[src/hw/fnsc_regs.svh]
// What this block does
// - recompute divide value and pulse-removal command every 10 us reference period
// - during sweep step frequency up or down; flag on reaching start or stop
// - during upward sweep also flag on reaching the marker frequency
// - integer divide value is three BCD digits held between 300 and 500
// - issue the bias discharge pulse right after each sample instant
// - accumulate the fractional phase difference in an internal accumulator
// - present the phase interpolation value as a five-line parallel code
// - accumulator passing unity commands divide by N plus one that period
// - add twelve fraction digits to twelve-digit accumulator; carry means removal
// - counter preset is 999 minus the divide value, nine's complement BCD
`ifndef FNSC_REGS_SVH
`define FNSC_REGS_SVH
// ****************
// timing
// ****************
`define FNSC_CLK_MHZ 25
`define FNSC_REF_US 10
`define FNSC_REF_CYC (`FNSC_REF_US * `FNSC_CLK_MHZ)
`define FNSC_BIAS_NS 1000
`define FNSC_BIAS_CYC ((`FNSC_BIAS_NS * `FNSC_CLK_MHZ) / 1000)
// ****************
// frequency word layout and limits
// ****************
`define FNSC_FREQ_DIGITS 15
`define FNSC_FRAC_DIGITS 12
`define FNSC_N_MIN 12'h300
`define FNSC_N_MAX 12'h500
`define FNSC_PRESET_ALL9 12'h999
`define FNSC_CODE_SCALE 32
`define FNSC_CODE_DIV 100
`endif

[src/hw/fnsc_pkg.sv]
package fnsc_pkg;
   // bias discharge phase
   typedef enum logic [0:0] {
      BIAS_IDLE = 1'b0,
      BIAS_ON = 1'b1
   } fnsc_bias_e;
   // whole state of the controller
   typedef struct packed {
      logic [59:0] freq;
      logic [59:0] pend;
      logic pend_v;
      logic active;
      logic [47:0] acc;
      logic [11:0] preset;
      logic rem;
      logic [4:0] code;
      logic limit;
      logic samp;
      fnsc_bias_e bias;
      logic [4:0] bias_cnt;
      logic [2:0] cs_sync;
   } fnsc_state_s;
endpackage : fnsc_pkg

[src/hw/fnsc_add_if.sv]
`timescale 1ns/10ps
`default_nettype none
// operands and result of one BCD adder
interface fnsc_add_if #(parameter int DIGITS = 12);
   logic [4*DIGITS-1:0] a;
   logic [4*DIGITS-1:0] b;
   logic cin;
   logic [4*DIGITS-1:0] sum;
   logic cout;
   modport adder(input a, input b, input cin, output sum, output cout);
   modport user(output a, output b, output cin, input sum, input cout);
endinterface : fnsc_add_if
`default_nettype wire

[src/hw/fnsc_bcd_add.sv]
`timescale 1ns/10ps
`default_nettype none
// ripple BCD adder, one decimal digit per nibble
module fnsc_bcd_add #(parameter int DIGITS = 12) (
   fnsc_add_if.adder io
);
   // digit-wise add with decimal carry
   always_comb begin
      logic c;
      logic [4:0] t;
      c = io.cin;
      t = 5'h00;
      io.sum = '0;
      for (int i = 0; i < DIGITS; i++) begin
         t = {1'b0, io.a[4*i+:4]} + {1'b0, io.b[4*i+:4]} + {4'h0, c};
         if (t > 5'h09) begin
            io.sum[4*i+:4] = 4'(t - 5'h0A);
            c = 1'b1;
         end else begin
            io.sum[4*i+:4] = t[3:0];
            c = 1'b0;
         end
      end
      io.cout = c;
   end
endmodule : fnsc_bcd_add
`default_nettype wire

[src/hw/fnsc_top.sv]
`timescale 1ns/10ps
`default_nettype none
`include "fnsc_regs.svh"
module fnsc_top
   import fnsc_pkg::*;
(
   // clock and reset
   input wire logic MCLK,
   input wire logic RST_N,
   // frequency programming
   input wire logic [59:0] FREQ_BCD,
   input wire logic FREQ_LOAD,
   // sweep setup
   input wire logic SWEEP_EN,
   input wire logic SWEEP_UP,
   input wire logic [59:0] SWEEP_STEP,
   input wire logic [59:0] SWEEP_START,
   input wire logic [59:0] SWEEP_STOP,
   input wire logic [59:0] SWEEP_MARKER,
   // divider side
   input wire logic CYCLE_START,
   output logic [11:0] PRESET_BCD,
   output logic PULSE_REMOVE,
   // loop analog side
   output logic [4:0] PHASE_INTERP_CODE,
   output logic SAMPLE_HOLD,
   output logic BIAS_PULSE,
   // status
   output logic SWEEP_LIMIT,
   output logic [59:0] FREQ_NOW
);
   // ****************
   // declarations
   // ****************
   fnsc_state_s st;
   fnsc_state_s next_st;
   logic cs_tick;
   logic [59:0] eff;
   logic [11:0] n_clamp;
   logic [7:0] top_pair;
   logic [11:0] code_wide;
   logic sw_hit_end;
   logic sw_hit_mark;
   logic [59:0] sw_val;
   fnsc_add_if #(.DIGITS(`FNSC_FRAC_DIGITS)) acc_io ();
   fnsc_add_if #(.DIGITS(`FNSC_FREQ_DIGITS)) sw_io ();

   // nine's complement of every digit
   function automatic logic [59:0] nines(input logic [59:0] v);
      logic [59:0] r;
      r = '0;
      for (int i = 0; i < `FNSC_FREQ_DIGITS; i++) begin
         r[4*i+:4] = 4'h9 - v[4*i+:4];
      end
      return r;
   endfunction : nines

   // ****************
   // adders
   // ****************
   // phase accumulator adder
   assign acc_io.a = st.acc;
   assign acc_io.b = eff[47:0];
   assign acc_io.cin = 1'b0;
   fnsc_bcd_add #(.DIGITS(`FNSC_FRAC_DIGITS)) u_acc_add (
      .io(acc_io)
   );
   // sweep stepper, down uses nine's complement plus one
   assign sw_io.a = st.freq;
   assign sw_io.b = SWEEP_UP ? SWEEP_STEP : nines(SWEEP_STEP);
   assign sw_io.cin = ~SWEEP_UP;
   fnsc_bcd_add #(.DIGITS(`FNSC_FREQ_DIGITS)) u_sw_add (
      .io(sw_io)
   );

   // ****************
   // cycle work
   // ****************
   // strobe edge from the synchronised divider pin
   // flops 0 and 1 absorb metastability, flop 2 keeps the old level for the edge
   assign cs_tick = st.cs_sync[1] & ~st.cs_sync[2];
   // pending frequency is used from the cycle that adopts it
   assign eff = st.pend_v ? st.pend : st.freq;
   // divide value held inside its legal range
   always_comb begin
      if (eff[59:48] < `FNSC_N_MIN) begin
         n_clamp = `FNSC_N_MIN;
      end else if (eff[59:48] > `FNSC_N_MAX) begin
         n_clamp = `FNSC_N_MAX;
      end else begin
         n_clamp = eff[59:48];
      end
   end
   // top two accumulator digits scaled onto five lines
   assign top_pair = {4'h0, acc_io.sum[47:44]} * 8'h0A + {4'h0, acc_io.sum[43:40]};
   assign code_wide = ({4'h0, top_pair} * 12'(`FNSC_CODE_SCALE)) / 12'(`FNSC_CODE_DIV);
   // sweep end and marker detection
   always_comb begin
      if (SWEEP_UP) begin
         sw_hit_end = sw_io.cout || (sw_io.sum >= SWEEP_STOP);
         sw_hit_mark = (st.freq < SWEEP_MARKER) && (sw_io.sum >= SWEEP_MARKER);
         sw_val = sw_hit_end ? SWEEP_STOP : sw_io.sum;
      end else begin
         sw_hit_end = !sw_io.cout || (sw_io.sum <= SWEEP_START);
         sw_hit_mark = 1'b0;
         sw_val = sw_hit_end ? SWEEP_START : sw_io.sum;
      end
   end

   // next state
   always_comb begin
      next_st = st;
      next_st.cs_sync = {st.cs_sync[1:0], CYCLE_START};
      next_st.samp = 1'b0;
      if (FREQ_LOAD) begin
         next_st.pend = FREQ_BCD;
         next_st.pend_v = 1'b1;
      end
      // bias pulse timing after the sample strobe
      case (st.bias)
         BIAS_IDLE: begin
            if (st.samp) begin
               next_st.bias = BIAS_ON;
               next_st.bias_cnt = 5'(`FNSC_BIAS_CYC - 1);
            end
         end
         BIAS_ON: begin
            if (st.bias_cnt == 5'h00) begin
               next_st.bias = BIAS_IDLE;
            end else begin
               next_st.bias_cnt = st.bias_cnt - 5'h01;
            end
         end
         default: begin
            next_st.bias = BIAS_IDLE;
         end
      endcase
      if (cs_tick) begin
         next_st.samp = 1'b1;
         next_st.limit = 1'b0;
         if (st.pend_v && !FREQ_LOAD) begin
            next_st.pend_v = 1'b0;
         end
         next_st.freq = eff;
         next_st.active = st.active | st.pend_v;
         next_st.preset = `FNSC_PRESET_ALL9 - n_clamp;
         next_st.acc = acc_io.sum;
         // removal stays idle until a frequency has been adopted
         next_st.rem = acc_io.cout & (st.active | st.pend_v);
         next_st.code = code_wide[4:0];
         if (SWEEP_EN && st.active && !st.pend_v) begin
            next_st.freq = sw_val;
            next_st.limit = sw_hit_end | sw_hit_mark;
         end
      end
   end

   // state register
   always_ff @(posedge MCLK or negedge RST_N) begin
      if (!RST_N) begin
         st <= '0;
      end else begin
         st <= next_st;
      end
   end

   // outputs straight from state
   assign PRESET_BCD = st.preset;
   assign PULSE_REMOVE = st.rem;
   assign PHASE_INTERP_CODE = st.code;
   assign SAMPLE_HOLD = st.samp;
   assign BIAS_PULSE = (st.bias == BIAS_ON);
   assign SWEEP_LIMIT = st.limit;
   assign FREQ_NOW = st.freq;
endmodule : fnsc_top
`default_nettype wire

[config.mk]
export PLATFORM = sky130hd
export DESIGN_NAME = fnsc_top
export DESIGN_NICKNAME = d
export VERILOG_FILES = /design/src/hw/fnsc_pkg.sv /design/src/hw/fnsc_add_if.sv /design/src/hw/fnsc_bcd_add.sv /design/src/hw/fnsc_top.sv
export VERILOG_INCLUDE_DIRS = /design/src /design/src/hw
export SDC_FILE = /design/constraint.sdc
export NUM_CORES = 1
export LEC_CHECK = 0
export BUFFER_PORTS_ARGS = -buffer_cell sky130_fd_sc_hd__buf_4
export CORE_UTILIZATION = 51
export CTS_BUF_LIST = sky130_fd_sc_hd__clkbuf_4 sky130_fd_sc_hd__clkbuf_8 sky130_fd_sc_hd__clkbuf_16
export CTS_CLUSTER_DIAMETER = 120
export CTS_CLUSTER_SIZE = 14
export DETAILED_ROUTE_END_ITERATION = 6
export GPL_ROUTABILITY_DRIVEN = 0
export HOLD_SLACK_MARGIN = 0.15
export PLACE_DENSITY = 0.73
export SLEW_MARGIN = 20
export SYNTH_ARGS = -nofsm -noshare
export SYNTH_HDL_FRONTEND = slang
export SYNTH_SLANG_ARGS = --single-unit
[constraint.sdc]
create_clock -name MCLK -period 36.1 [get_ports MCLK]
set_clock_uncertainty 0.15 [all_clocks]
set_input_delay 5.415 -clock MCLK [delete_from_list [all_inputs] [get_ports MCLK]]
set_output_delay 5.415 -clock MCLK [all_outputs]
set_load 0.05 [all_outputs]
==> run_results.csv <==
group,metric,value,unit
drt,initialDrtViolationCount,1735,
flow_run,drv_cap,0,
worst_setup_path,cp-endpoint,"FREQ_NOW[54]",
synthesis,synthCells,2608,
synthesis,synthArstFlopShare,100,%
floorplanning,pin_count,387,
drt,wire_per_inst,22.2,microns
sta,slew_headroom,32.6,%
synthesis,synth_fp_nets,3368,
synthesis,synth_enable_flop_cells,0,
layout,n_fill_cell,3866,
layout,nets,3663,
sta,period_needed,35020,ps
synthesis,synth_seq_cells,199,
floorplanning,dieArea,47200,sq um
worst_setup_path,start_kind,"input port",
global_route,use_met2,53.6,%
worst_setup_path,crit_family,"adder cells",
worst_setup_path,cp.depth,115,
clock_network,clock_latency,520,ps
placement,io_buffers,386,
synthesis,ys_seq_area_share,21.1,%
global_route,grt_pass1_vias,21591,
synthesis,syn-mean-instance-area,9.07,sq um
layout,area_delta_synth_final,17.3,%
floorplanning,placementRows,78,
worst_setup_path,r2r_cells,106,
sta,fmaxAchievable,28.6,MHz
global_route,track_usage,32.9,%
worst_setup_path,worstPathRequired,36360,ps
placement,dpl_worst_slack,-1610,ps
global_route,grt_pass1_wl,120,mm
worst_setup_path,r2r_slack,3830,ps
drt,dr.pass1.iters,7,
synthesis,synth_area,23600,sq um
drt,ant_nets,0,
clock_network,cts_hold_buffers,0,
drt,via_count,21462,
global_route,grt_overflow,0,
sta,period_share,97.0,%
worst_setup_path,r2r_start,"FREQ_NOW[1]",
clock_network,cts_buffers,17,
drt,viasPerCell,6.10,
hold_path,holdPathStages,0,
floorplanning,die_height,217,microns
sta,worstMarginPinSlew,1010,ps
global_route,antenna_found_initial,4,
drt,drt_wl_total,78.2,mm
worst_setup_path,worst_path_max_delay_cell,"fa_2",
floorplanning,dieWidth,217,microns
clock_network,clk_path_buf_depth,2,
sta,setup_viol,0,
worst_setup_path,cp.arrival,35280,ps
floorplanning,start_util,51.9,%
hold_path,hold_class,"reg -> reg",
worst_setup_path,crit_fanout,13,
sta,timing.final.max_slew_violations,0,
floorplanning,design.core.area,45600,sq um
outcome,violations,"design-rule violations",
worst_setup_path,timing.rr.end,"PHASE_INTERP_CODE[0]",
global_route,gr-usage-met3,6.46,%
worst_setup_path,cpMostUsedCell,"fa_1",
clock_network,clock-sinks,199,
clock_network,cts_root_buf,"clkbuf_16",
worst_setup_path,worstPathBufferInverterCount,8,
layout,stdcell_area,27700,sq um
placement,dp_hpwl,61.2,mm
layout,final_layout_size_suffix_gt1_share,23.4,%
clock_network,htreeDepth,4,
global_route,grt_max_degree,78,
synthesis,synth_flop_cell,"dfrtp_1",
synthesis,yosysWarningCount,0,
clock_network,clk_pin_slew,80,ps
synthesis,yosysUniqueCellTypes,91,
worst_setup_path,cp-end-kind,"flop",
global_route,grtUsageMet1,42.0,%
worst_setup_path,critPathKind,"in -> reg",
placement,place_area,26700,sq um
global_route,grt_busiest_layer,"met2",
sta,fin_ws,1080,ps
worst_setup_path,cp_slowest_stage_delay,540,ps
worst_setup_path,startpoint,"SWEEP_STEP[1]",
drt,route.detailed.drc,6,
clock_network,tritoncts,"done",
outcome,status,"complete, but fails checks",
sta,final_hold_viol_count,0,
==> final cells by class <==
cell class              instances  area [sq um]  area share (%)
flip-flops and latches        199          4980            18.0
well taps                     600           751            2.71
multi-input cells            1969         17000            61.3
clock buffers                  19           447            1.61
diodes                          2          5.00          0.0180
inverters                     280          1050            3.79
clock inverters                13           180           0.650
repair buffers                436          3330            12.0
==> what timing repair did <==
item,CTS,global route
cloned,1,1
buffers inserted,0,21
endpoints found under the setup margin,61,61
resized for setup,15,22
pin swaps,1,25
==> through the flow <==
step / setup TNS, ps / util, % / std cells / hold WS [ps]
6_report: 0 / 60.9 / 3518 / 208
5_1_grt: -5660 / 60.8 / 3516 / 228
4_1_cts: 0 / 60.2 / 3494 / 211
3_5_place_dp: -90550 / 58.6 / 3461 / 193
3_3_place_gp: -3620 / 58.6 / 3461 / 184
2_1_floorplan: 0 / - / 2608 / 181
==> routing by layer <==
layer | routed length (microns) | up-vias | share of wire [%]
met3 | 6190 | 206 | 7.9
met4 | 3310 | 4 | 4.2
li1 | - | 9974 | -
met2 | 36300 | 958 | 47
met5 | 27 | - | 0.035
met1 | 32300 | 10320 | 41
==> flip-flops by register name, indices dropped and copies added (netlist names) <==
register	count
BIAS_PULSE	1
FREQ_NOW	60
PHASE_INTERP_CODE	5
PRESET_BCD	12
PULSE_REMOVE	1
SAMPLE_HOLD	1
SWEEP_LIMIT	1
acc_io.a	48
next_st	2
st	68
==> cell usage in the layout (no fill, tap or decap), types with 7 or more instances in the layout <==
cell type	synthesis	routed
a211oi_1	13	13
a21o_1	165	164
a21oi_1	92	92
a221o_1	18	17
a221oi_1	27	21
a221oi_2	1	7
a22oi_1	9	9
a2bb2oi_1	38	38
a31oi_1	9	9
a32oi_1	14	14
and3_1	51	51
buf_4	77	431
clkbuf_16	0	17
dfrtp_1	199	198
fa_1	54	48
ha_1	400	400
inv_1	278	277
mux2_2	130	130
mux2i_1	39	39
nand2_1	182	181
nand2b_1	35	34
nand3_1	35	35
nand4_1	56	56
nor2_1	74	72
nor2b_1	34	33
nor3_1	19	19
o21a_1	11	11
o21ai_0	129	128
o221a_2	12	12
o221ai_1	53	53
o22ai_1	10	10
or3_1	7	7
xnor2_1	122	107
xnor2_2	0	14
xor2_1	22	20
==> logic make-up after synthesis <==
logic type               synth area share [%]
adder cells (fa/ha/maj)                  25.7
XOR/XNOR                                 5.40
buffers and inverters                    8.24
flip-flops                               21.1
AO/OA/AOI/OAI                            20.3
AND/OR/NAND/NOR                          11.4
multiplexers                             7.90
==> Yosys cell counts, types with 8 or more instances <==
master / count / area share [%]
a211oi_1: 13 / 0.41
a21o_1: 165 / 5.2
a21oi_1: 92 / 1.9
a221o_1: 18 / 0.76
a221oi_1: 27 / 1.0
a22oi_1: 9 / 0.29
a2bb2oi_1: 38 / 1.4
a31oi_1: 9 / 0.24
a32oi_1: 14 / 0.52
and3_1: 51 / 1.3
buf_1: 8 / 0.13
buf_4: 77 / 2.4
clkbuf_1: 77 / 1.2
dfrtp_1: 199 / 21
fa_1: 54 / 4.6
ha_1: 400 / 21
inv_1: 278 / 4.4
mux2_2: 130 / 6.2
mux2i_1: 39 / 1.7
nand2_1: 182 / 2.9
nand2b_1: 35 / 0.93
nand3_1: 35 / 0.74
nand4_1: 56 / 1.5
nor2_1: 74 / 1.2
nor2b_1: 34 / 0.90
nor3_1: 19 / 0.40
o21a_1: 11 / 0.35
o21ai_0: 129 / 2.7
o221a_2: 12 / 0.57
o221ai_1: 53 / 2.0
o22ai_1: 10 / 0.26
xnor2_1: 122 / 4.5
xor2_1: 22 / 0.81
==> worst min-delay path by stage <==
| stage | startpoint | endpoint | slack (ps) |
|---|---|---|---|
| after floorplan | next_st[1] | next_st[2] | 180 |
| after global placement | next_st[1] | next_st[2] | 180 |
| after detailed placement | next_st[1] | next_st[2] | 190 |
| after CTS | next_st[1] | next_st[2] | 210 |
| after global routing | next_st[1] | next_st[2] | 230 |
| final | next_st[1] | next_st[2] | 210 |
Power is left out: the tool's default activity adds up to more than one toggle a clock period on the data nets, which glitch-free logic cannot reach.
